==> src/verilog/tmcc_defines.vh <==
`ifndef TMCC_DEFINES_VH
`define TMCC_DEFINES_VH
// Clock select codes
`define TMCC_CK_SYS_DIV4   3'h0
`define TMCC_CK_SYS        3'h1
`define TMCC_CK_H_DIV16    3'h2
`define TMCC_CK_H_DIV64    3'h3
`define TMCC_CK_SUB_A      3'h4
`define TMCC_CK_SUB_B      3'h5
`define TMCC_CK_PIN_RISE   3'h6
`define TMCC_CK_PIN_FALL   3'h7
// Operating modes
`define TMCC_MODE_CMP      2'h0
`define TMCC_MODE_PWM      2'h2
`define TMCC_MODE_TIMER    2'h3
// Output action codes
`define TMCC_IO_NONE       2'h0
`define TMCC_IO_LOW        2'h1
`define TMCC_IO_HIGH       2'h2
`define TMCC_IO_TOGGLE     2'h3
// Register selects for the byte access port
`define TMCC_SEL_CNT       2'h0
`define TMCC_SEL_CMPA      2'h1
`define TMCC_SEL_CMPP      2'h2
// Prescale divide counts
`define TMCC_DIV4          8'h03
`define TMCC_DIV16         8'h0f
`define TMCC_DIV64         8'h3f
// Reset values
`define TMCC_CMP_RST       16'h0000
`endif

==> src/verilog/tmcc_core.v <==
// Operation
// Count-up counter compared against preset values; match raises interrupt.
// Match may clear the counter and change the output pin.
// Three-bit select picks system ratio, high clock, sub clock or pin.
// Separate interrupt pulses for comparator A and comparator P matches.
// One event input pin and one output pin per timer.
// Pin counting uses only the selected rising or falling edge.
// Event pin also triggers single pulse mode on larger types.
// Compare output mode drives pin high, low or toggles on match.
// Output pin carries the PWM waveform in PWM mode.
// Edge aligned PWM; period or duty adjustable, not both.
// One compact, one standard, two periodic instances exist.
// Counter and compares split; low bytes via shared 8-bit buffer.
// Buffer moves only on high byte access, never low alone.
// Software uses plain moves and prescribed order for compare lows.
// Write low first into buffer; high write commits both bytes.
// Read high first latching low; low read returns buffer.
// Event input synchronised and edge detected before counting.
`include "tmcc_defines.vh"
`default_nettype none
module tmcc_core (
    input  wire        I_REF_CLK,
    input  wire        I_RST_B,
    input  wire        I_TIMER_ON,
    input  wire        I_PAUSE,
    input  wire [2:0]  I_CLOCK_SOURCE_SELECT,
    input  wire [1:0]  I_MODE,
    input  wire [1:0]  I_IO_SEL,
    input  wire        I_OUT_CTRL,
    input  wire        I_CCLR_A,
    input  wire        I_PERIOD_ADJ,
    input  wire        I_FH_TICK,
    input  wire        I_FSUB_TICK,
    input  wire        I_TIMER_EVENT_INPUT,
    input  wire        I_WR,
    input  wire        I_RD,
    input  wire [1:0]  I_SEL,
    input  wire        I_HIGH,
    input  wire [7:0]  I_WDATA,
    output reg  [7:0]  O_RDATA,
    output reg         O_TIMER_OUTPUT_PIN,
    output reg         O_IRQ_A,
    output reg         O_IRQ_P,
    output wire        O_TRIGGER
);
    // ****************************************************************
    // Registers
    // ****************************************************************
    reg  [15:0] cnt_q;
    reg  [15:0] cmpa_q;
    reg  [15:0] cmpp_q;
    reg  [7:0]  buf_q;
    reg  [7:0]  div_sys_q;
    reg  [7:0]  div_h_q;
    reg         on_q;
    wire        pin_rise;
    wire        pin_fall;
    reg         tick;
    wire        run;
    wire        match_a;
    wire        match_p;
    wire        clr_on_p;
    wire        clr_on_a;
    wire        pwm_wrap;
    wire [15:0] period_val;
    wire [15:0] duty_val;
    wire        pwm_active;

    // ****************************************************************
    // Event pin conditioning
    // ****************************************************************
    // Pin crosses into the system clock before any edge logic
    tmcc_edge_sync u_sync (
        .i_clk   (I_REF_CLK),
        .i_rst_b (I_RST_B),
        .i_async (I_TIMER_EVENT_INPUT),
        .o_rise  (pin_rise),
        .o_fall  (pin_fall)
    );

    // Trigger for single pulse logic of the larger timer types
    assign O_TRIGGER = pin_rise;

    // ****************************************************************
    // Prescalers
    // ****************************************************************
    // Free running dividers; a tick is one cycle wide
    always @(posedge I_REF_CLK or negedge I_RST_B) begin
        if (!I_RST_B) begin
            div_sys_q <= 8'h00;
            div_h_q   <= 8'h00;
        end else begin
            div_sys_q <= (div_sys_q == `TMCC_DIV4) ? 8'h00
                                                   : div_sys_q + 8'h01;
            if (I_FH_TICK) begin
                div_h_q <= div_h_q + 8'h01;
            end
        end
    end

    // Clock source multiplexer
    always @* begin
        case (I_CLOCK_SOURCE_SELECT)
            `TMCC_CK_SYS_DIV4: tick = (div_sys_q == `TMCC_DIV4);
            `TMCC_CK_SYS:      tick = 1'b1;
            `TMCC_CK_H_DIV16:  tick = I_FH_TICK &
                                      ((div_h_q & `TMCC_DIV16) == `TMCC_DIV16);
            `TMCC_CK_H_DIV64:  tick = I_FH_TICK &
                                      ((div_h_q & `TMCC_DIV64) == `TMCC_DIV64);
            `TMCC_CK_SUB_A,
            `TMCC_CK_SUB_B:    tick = I_FSUB_TICK;
            `TMCC_CK_PIN_RISE: tick = pin_rise;
            default:           tick = pin_fall;
        endcase
    end

    // ****************************************************************
    // Counter and comparators
    // ****************************************************************
    // Held off on the turn-on edge: a stale count must not match there
    assign run = I_TIMER_ON & on_q & ~I_PAUSE & tick;

    // Edge aligned PWM: P sets period or duty, A the other one
    assign period_val = I_PERIOD_ADJ ? cmpa_q : cmpp_q;
    assign duty_val   = I_PERIOD_ADJ ? cmpp_q : cmpa_q;

    // Matches only count when the counter really advances onto them
    assign match_a = run & (cnt_q + 16'h0001 == cmpa_q);
    assign match_p = run & (cnt_q + 16'h0001 == cmpp_q);

    // PWM wraps on its period; other modes clear on the chosen comparator
    assign pwm_wrap = run & (cnt_q + 16'h0001 == period_val);
    assign clr_on_a = match_a & I_CCLR_A;
    assign clr_on_p = match_p & ~I_CCLR_A;

    // Counter clears on turn-on edge; retains value while off or paused
    always @(posedge I_REF_CLK or negedge I_RST_B) begin
        if (!I_RST_B) begin
            cnt_q <= 16'h0000;
            on_q  <= 1'b0;
        end else begin
            on_q <= I_TIMER_ON;
            if (I_TIMER_ON & ~on_q) begin
                cnt_q <= 16'h0000;
            end else if (I_MODE == `TMCC_MODE_PWM && pwm_wrap) begin
                cnt_q <= 16'h0000;
            end else if (I_MODE != `TMCC_MODE_PWM &&
                         (clr_on_a | clr_on_p)) begin
                cnt_q <= 16'h0000;
            end else if (run) begin
                cnt_q <= cnt_q + 16'h0001;
            end
        end
    end

    // Interrupt pulses, one per comparator
    always @(posedge I_REF_CLK or negedge I_RST_B) begin
        if (!I_RST_B) begin
            O_IRQ_A <= 1'b0;
            O_IRQ_P <= 1'b0;
        end else begin
            O_IRQ_A <= match_a;
            O_IRQ_P <= match_p;
        end
    end

    // ****************************************************************
    // Output pin
    // ****************************************************************
    // Active while count below duty, from start of each period
    assign pwm_active = (cnt_q < duty_val);

    always @(posedge I_REF_CLK or negedge I_RST_B) begin
        if (!I_RST_B) begin
            O_TIMER_OUTPUT_PIN <= 1'b0;
        end else if (I_TIMER_ON & ~on_q) begin
            // Restart returns the pin to its initial level
            O_TIMER_OUTPUT_PIN <= I_OUT_CTRL;
        end else if (I_MODE == `TMCC_MODE_CMP) begin
            if (match_a) begin
                case (I_IO_SEL)
                    `TMCC_IO_LOW:    O_TIMER_OUTPUT_PIN <= 1'b0;
                    `TMCC_IO_HIGH:   O_TIMER_OUTPUT_PIN <= 1'b1;
                    `TMCC_IO_TOGGLE: O_TIMER_OUTPUT_PIN <= ~O_TIMER_OUTPUT_PIN;
                    default:         O_TIMER_OUTPUT_PIN <= O_TIMER_OUTPUT_PIN;
                endcase
            end
        end else if (I_MODE == `TMCC_MODE_PWM) begin
            // Polarity from output control: high means active high
            case (I_IO_SEL)
                2'h0:    O_TIMER_OUTPUT_PIN <= ~I_OUT_CTRL;
                2'h1:    O_TIMER_OUTPUT_PIN <= I_OUT_CTRL;
                2'h2:    O_TIMER_OUTPUT_PIN <= ~(pwm_active ^ I_OUT_CTRL);
                default: O_TIMER_OUTPUT_PIN <= O_TIMER_OUTPUT_PIN;
            endcase
        end
    end

    // ****************************************************************
    // Byte access with shared low-byte buffer
    // ****************************************************************
    // Low writes only fill the buffer; high write commits both bytes.
    // Software must follow low-then-high order or values are undefined.
    always @(posedge I_REF_CLK or negedge I_RST_B) begin
        if (!I_RST_B) begin
            cmpa_q <= `TMCC_CMP_RST;
            cmpp_q <= `TMCC_CMP_RST;
            buf_q  <= 8'h00;
        end else if (I_WR) begin
            if (!I_HIGH) begin
                buf_q <= I_WDATA;
            end else if (I_SEL == `TMCC_SEL_CMPA) begin
                cmpa_q <= {I_WDATA, buf_q};
            end else if (I_SEL == `TMCC_SEL_CMPP) begin
                cmpp_q <= {I_WDATA, buf_q};
            end
        end else if (I_RD & I_HIGH) begin
            // High read snapshots the low byte for the next low read
            if (I_SEL == `TMCC_SEL_CNT) begin
                buf_q <= cnt_q[7:0];
            end else if (I_SEL == `TMCC_SEL_CMPA) begin
                buf_q <= cmpa_q[7:0];
            end else begin
                buf_q <= cmpp_q[7:0];
            end
        end
    end

    // Read data registered; low reads always return the buffer
    always @(posedge I_REF_CLK or negedge I_RST_B) begin
        if (!I_RST_B) begin
            O_RDATA <= 8'h00;
        end else if (I_RD) begin
            if (!I_HIGH) begin
                O_RDATA <= buf_q;
            end else if (I_SEL == `TMCC_SEL_CNT) begin
                O_RDATA <= cnt_q[15:8];
            end else if (I_SEL == `TMCC_SEL_CMPA) begin
                O_RDATA <= cmpa_q[15:8];
            end else begin
                O_RDATA <= cmpp_q[15:8];
            end
        end
    end
    // Instance count per device is set where cores are placed.
endmodule // tmcc_core
`default_nettype wire

==> src/verilog/tmcc_edge_sync.v <==
`default_nettype none
// Two-flop synchroniser with rising and falling edge pulses
module tmcc_edge_sync (
    input  wire i_clk,
    input  wire i_rst_b,
    input  wire i_async,
    output reg  o_rise,
    output reg  o_fall
);
    reg meta_q;
    reg sync_q;
    reg prev_q;

    // First flop feeds only the second flop
    always @(posedge i_clk or negedge i_rst_b) begin
        if (!i_rst_b) begin
            meta_q <= 1'b0;
            sync_q <= 1'b0;
            prev_q <= 1'b0;
            o_rise <= 1'b0;
            o_fall <= 1'b0;
        end else begin
            meta_q <= i_async;
            sync_q <= meta_q;
            prev_q <= sync_q;
            o_rise <= sync_q & ~prev_q;
            o_fall <= ~sync_q & prev_q;
        end
    end
endmodule // tmcc_edge_sync
`default_nettype wire

==> config.mk <==
export PLATFORM = sky130hd
export DESIGN_NAME = tmcc_core
export DESIGN_NICKNAME = d
export VERILOG_FILES = /design/src/verilog/tmcc_core.v /design/src/verilog/tmcc_edge_sync.v
export VERILOG_INCLUDE_DIRS = /design/src /design/src/verilog
export SDC_FILE = /design/constraint.sdc
export NUM_CORES = 1
export LEC_CHECK = 0
export BUFFER_PORTS_ARGS = -buffer_cell sky130_fd_sc_hd__buf_4
export CORE_MARGIN = 1.5
export CORE_UTILIZATION = 48
export DETAILED_ROUTE_END_ITERATION = 8
export GPL_TIMING_DRIVEN = 1
export MAX_ROUTING_LAYER = met4
export PLACE_DENSITY = 0.77
export SYNTH_ARGS = -nofsm -noshare
export SYNTH_HDL_FRONTEND = slang
export SYNTH_SLANG_ARGS = --single-unit
==> constraint.sdc <==
create_clock -name I_REF_CLK -period 3.67 [get_ports I_REF_CLK]
set_input_delay 0.367 -clock I_REF_CLK [delete_from_list [all_inputs] [get_ports I_REF_CLK]]
set_output_delay 0.367 -clock I_REF_CLK [all_outputs]
set_load 0.005 [all_outputs]
After elaboration in Yosys (flattened, before gate mapping)
Cells that the tools add are included.
{ "word_totals": {"inputBits": 30, "output_inout_bits": 12, "regBits": 89} }
{ "classes": {"bitwise_logic": 25, "muxes": 22, "n_reduce_logical": 15, "n_lt_le_gt_ge": 1, "n_eq_ne": 22, "addsub": 3} }
{ "ops": {"columns": ["cell", "n"], "rows": [
  ["two-way mux 16 bit", 6],
  ["two-way mux 8 bit", 9],
  ["== test 16 bit", 3],
  ["adder 16 x 1 -> 16 bit (second input constant)", 1],
  ["adder 8 x 1 -> 8 bit (second input constant)", 2],
  ["< comparator 16 bit", 1],
  ["AND 1 bit", 14],
  ["== test 3 bit (second input constant)", 3],
  ["NOT 1 bit", 9],
  ["== test 2 bit (second input constant)", 4],
  ["== test 8 x 2 -> 1 bit (second input constant)", 1],
  ["AND reduction 4 bit", 2],
  ["== test 3 x 2 -> 1 bit (second input constant)", 2],
  ["== test 6 bit (second input constant)", 1],
  ["zero test 2 bit", 3],
  ["case mux 1 bit (3 select lines)", 2],
  ["case mux 1 bit (6 select lines)", 1],
  ["!= test 5 x 2 -> 1 bit (second input constant)", 1],
  ["nonzero test 5 bit", 1],
  ["== test 2 x 1 -> 1 bit (second input constant)", 2],
  ["== test 4 bit (second input constant)", 1],
  ["two-way mux 1 bit", 4],
  ["!= test 2 bit (second input constant)", 2],
  ["nonzero test 4 bit", 1],
  ["other kinds (11)", 12]
]} }

Longest topological paths before layout
{ "depth": {"ltp_word": 11, "ltp_mapped": 13, "mapped_depth_nobuf": 10} }

Hierarchy
From an unflattened synthesis, not the netlist that was laid out.
{ "unflattened": {"hier_cells": 640, "area_unflattened_um2": 6115.9} }
{ "by_module_without_submodules": {"columns": ["module", "instances", "seq_area_each_um2", "area_per_inst_um2", "cells_per_inst"], "rows": [
  ["tmcc_core", 1, 2052.0, 5975.7, 633],
  ["tmcc_edge_sync", 1, 125.1, 140.1, 7]
]} }

Worst setup path before layout
No wires, ideal clock.
{ "synth_path": {"kind": "in2reg", "start": "in I_PERIOD_ADJ", "end": "reg O_TIMER_OUTPUT_PIN", "t_arrival_ns": 3.000, "path_slack_ns": 0.535, "path_buffers": 3, "t_required_ns": 3.535, "path_stages": 13, "path_cell_list": "buf_2 buf_2 buf_1 mux2i_1 ha_1 a21oi_1 o21ai_0 a2111oi_0 a21oi_1 mux2i_1 a21o_1 o211ai_1 o211ai_1"} }
{ "synth_via": {"elab_chain_len": 8} }
{ "synth_rtl": {"columns": ["item", "line", "rtl"], "rows": [
  ["start, declared", "tmcc_core.v:31", "input wire I_PERIOD_ADJ,"],
  ["two-way mux 16 bit", "tmcc_core.v:125", "assign duty_val = I_PERIOD_ADJ ? cmpp_q : cmpa_q;"],
  ["< comparator 16 bit", "tmcc_core.v:171", "assign pwm_active = (cnt_q < duty_val);"],
  ["XOR 1 bit", "tmcc_core.v:193", "2'h2: O_TIMER_OUTPUT_PIN <= ~(pwm_active ^ I_OUT_CTRL);"],
  ["NOT 1 bit", "tmcc_core.v:193", null],
  ["case mux 1 bit (3 select lines)", "tmcc_core.v:190", "case (I_IO_SEL)"],
  ["two-way mux 1 bit", "tmcc_core.v:188", "end else if (I_MODE == `TMCC_MODE_PWM) begin"],
  ["two-way mux 1 bit", "tmcc_core.v:179", "end else if (I_MODE == `TMCC_MODE_CMP) begin"],
  ["two-way mux 1 bit", "tmcc_core.v:176", "end else if (I_TIMER_ON & ~on_q) begin"],
  ["end signal, assigned", "tmcc_core.v:184", "`TMCC_IO_TOGGLE: O_TIMER_OUTPUT_PIN <= ~O_TIMER_OUTPUT_PIN;"],
  ["end signal, assigned", "tmcc_core.v:191", "2'h0: O_TIMER_OUTPUT_PIN <= ~I_OUT_CTRL;"],
  ["end signal, assigned", "tmcc_core.v:193", null],
  ["end, declared", "tmcc_core.v:41", "output reg O_TIMER_OUTPUT_PIN,"]
]} }
No other way between the ends. The select of a mux whose other input is x is not followed.
A chain may end at the register's enable or synchronous reset.

Worst setup path after layout
{ "layout_path": {"start": "reg cnt_q[0]", "end": "reg cnt_q[4]"} }
{ "layout_via": {"elab_chain_len": 9} }
{ "layout_rtl": {"columns": ["item", "line", "rtl"], "rows": [
  ["start, declared", "tmcc_core.v:49", "reg [15:0] cnt_q;"],
  ["start signal, assigned", "tmcc_core.v:151", "cnt_q <= cnt_q + 16'h0001;"],
  ["adder 16 x 1 -> 16 bit (*)", null, null],
  ["== test 16 bit (on tied branches)", "tmcc_core.v:128, tmcc_core.v:129", null],
  ["AND 1 bit (on tied branches)", "tmcc_core.v:128, tmcc_core.v:129", null],
  ["AND 1 bit (on tied branches)", "tmcc_core.v:133, tmcc_core.v:134", null],
  ["OR 1 bit", "tmcc_core.v:148", "(clr_on_a | clr_on_p)) begin"],
  ["logical AND 1 bit", "tmcc_core.v:147", "end else if (I_MODE != `TMCC_MODE_PWM &&"],
  ["two-way mux 16 bit", "tmcc_core.v:147", null],
  ["two-way mux 16 bit", "tmcc_core.v:145", "end else if (I_MODE == `TMCC_MODE_PWM && pwm_wrap) begin"],
  ["two-way mux 16 bit", "tmcc_core.v:143", "if (I_TIMER_ON & ~on_q) begin"]
]} }
Every way passes the cells marked *; elsewhere a longest branch is shown, timed or not. The select of a mux whose other input is x is not followed.

==> results.md <==
- Slew Limit Fails: 0
- Flops & latches, synth: 87
- Mean Syn Cell Area: 10.1 µm²
- Leak: 2.91 nW
- Sw frac: 0.301
- Vias/cell: 5.87
- Worst R2R Setup Slack: 0.18 ns
- Register area share after synthesis: 0.365
- Commonest non-fill, non-tap cell in the layout: dfrtp_1
- Total setup buffers inserted after CTS: 0
- Commonest cells after routing, fill and taps aside: dfrtp_1, mux2i_1, buf_4
- Clk root buf: clkbuf_16
- GRT Residual Overflow: 0
- Worst EP arrival: 3.65 ns
- Clk Latency, worst-skew pair: 0.35 ns
- Die Height: 115 µm
- Reg-to-reg critical path endpoint: cnt_q[4]
- Post-synth EDFFs: 0
- Fill count: 1,055
- Area delta synth->final: 11.4%
- Post-route minimum period: 3.49 ns
- Total CTS buffers: 9
- Clock-pin slew on the worst setup and hold paths: 0.06 ns
- Switch Pwr: 0.931 mW
- Vias in the first global route: 4,464
- Clock share of power: 0.336
- PwrDens: 466 mW/mm²
- Total Wirelength: 14.7 mm
- Port Buf Inserts: 41
- Worst Reg-to-Reg Cells: 10
- Starting DRT DRC Count: 297
- Final #Nets: 661
- Layout cells sized above 1: 0.172
- Peak VDD IR: 0.230 mV
- Status: finished, final reports clean
- Worst setup startpoint: cnt_q[0]
- Cell Int Power: 2.17 mW
- # setup viols final: 0
- CTS tree: built
- Synth unique cells: 62
- Worst reg2reg path startpoint: cnt_q[0]
- Primary FF master, synth: dfrtp_1
- Max-Cap Viols: 0
- CTS Buffer Depth: 2
- Area of the multi-input gates: 0.00356 mm²
- Initial antenna violation count: 0
- Max H-tree Level: 3
- Setup crit end: cnt_q[4]
- Largest area contributor in the netlist: dfrtp_1
- Inst Count DP: 766
- Placer Congestion: 0.908
- Post-cts resize count: 0
- Mapped Cells: 593
- Clk sinks: 87
- Post-DP HPWL: 10.9 mm
- CP required: 3.82 ns
- Die area: 0.0131 mm²
- Final worst path period share: 0.952
- Top-area cell type share of the netlist area: 0.365
- Aggregate global-route resource usage: 0.246
- Max frequency: 0.286 GHz
- ANT nets after route: 0
- Sequential power share: 0.427
- First-pass GRT wire length: 24.0 mm
- Final hold viol count: 0
- IO Count: 42
- Worst rel slew slack: 0.161
- Vias: 4,582
- Core area: 0.0121 mm²
- Row Count: 40
- Unrepaired setup endpoints after global routing: no
- Gate power share: 0.237
- Asr flop ratio synth: 1.00
- Clk_skew: 0.0139 ns
- FF+latch area: 0.00218 mm²
- Hold crit path type: in2async
- Worst-margin pin slew: 1.26 ns
- Wire per inst: 18.9 µm
- Critical path startpoint category: flip-flop
- CTS Hold Bufs: 0
- Post-route DRC: 0
- Area contributors post-synth: dfrtp_1, mux2i_1, mux2_2, xnor2_1, ha_1
- Die X: 115 µm
- Worst Path Max Fanout: 16
- Initial Utilization: 0.495
- TNS Setup: 0 ns
- Synth Net Count: 645
- Number of diodes: 0
- CP Capture Type: flip-flop
- Fin Hold WS: 0.126 ns
- Pin count of the biggest net entering global routing: 68
- Router iterations before antenna repair: 4
- Cell area after synthesis: 0.00597 mm²
- Final Non-Filler Cells: 780
- Syn. warnings: 0
- Crit Path Class: reg2reg
## cell type report
cell class / instances / area share
clock inverters: 5 / 0.0160
multi-input cells: 458 / 0.535
inverters: 7 / 0.00395
repair buffers: 46 / 0.0520
clock buffers: 9 / 0.0339
flip-flops and latches: 87 / 0.328
well taps: 168 / 0.0316
## power by group through the flow
stage	clock network, mW	registers (mW)	logic, mW
3_3_place_gp	0	1.32	0.698
2_1_floorplan	0	1.26	0.532
6_report	1.04	1.32	0.735
3_5_place_dp	0	1.34	0.723
5_1_grt	1.09	1.34	0.807
4_1_cts	1.06	1.32	0.734
## how the worst min path moves through the flow
stage	from	end	depth (start not counted)
floorplan	I_RST_B	O_IRQ_A	0
global placement	u_sync.meta_q	u_sync.sync_q	0
detailed placement	u_sync.meta_q	u_sync.sync_q	0
CTS	I_TIMER_EVENT_INPUT	u_sync.meta_q	1
global route	I_TIMER_EVENT_INPUT	u_sync.meta_q	1
finish	I_RST_B	u_sync.sync_q	1
## cells by family after synthesis
| group | Yosys count | share of synthesized area |
|---|---|---|
| simple gates | 176 | 0.161 |
| mux | 93 | 0.163 |
| compound gates | 88 | 0.0901 |
| flops | 87 | 0.365 |
| xor+xnor | 79 | 0.135 |
| buf+inv | 48 | 0.0396 |
| fa+ha+maj | 22 | 0.0461 |
## stage by stage
step                      setup WS (ns)  cell area [µm²]  power (mW)   util
after floorplan                   0.535             5970        1.80      -
after global placement            0.371             6310        2.02  0.523
after detailed placement          0.221             6310        2.06  0.523
after global routing             0.0171             6650        3.24  0.551
final                             0.178             6650        3.10  0.551
after CTS                         0.202             6650        3.11  0.551
## flip-flops by register name (all words and copies together) (netlist names), 6 cells and up
name       flops
cmpa_q        16
div_h_q        6
cnt_q         16
buf_q          8
O_RDATA        8
cmpp_q        16
div_sys_q      8
## synth_stat cells (all sizes together), types with 2 or more instances
cell type,n
and3,11
o31ai,2
xor2,29
o21ai,22
o21a,2
nand2b,5
nand4,8
nand3,10
nor3b,3
nor2,39
inv,7
mux2,35
nor3,8
nor4b,2
nor2b,6
a2111oi,4
dfrtp,87
a21oi,37
and2,3
buf,21
a31oi,3
nand4b,5
ha,22
nand3b,2
or4,3
nor4,25
xnor2,42
and4,2
xnor3,7
mux2i,58
o211ai,4
nand2,42
clkbuf,20
## routing by layer
layer  vias up  track usage  routed length, µm
li1       2160            -                  -
met1      2287        0.320               6670
met2       112        0.393               7170
met3        23       0.0349                566
met4         0       0.0917                344
met5         -            -                  0
## critical path: stages (launching register included)
cell       delay, ns
dfrtp_1         0.51
ha_1            0.39
nand4_4         0.26
nor3_4          0.29
xnor2_1         0.15
xor2_1          0.19
or4_1           0.52
a2111oi_0       0.45
and3_1          0.23
buf_4           0.22
nor4_1          0.09
Note: power is estimated with default switching activity, not from simulation.
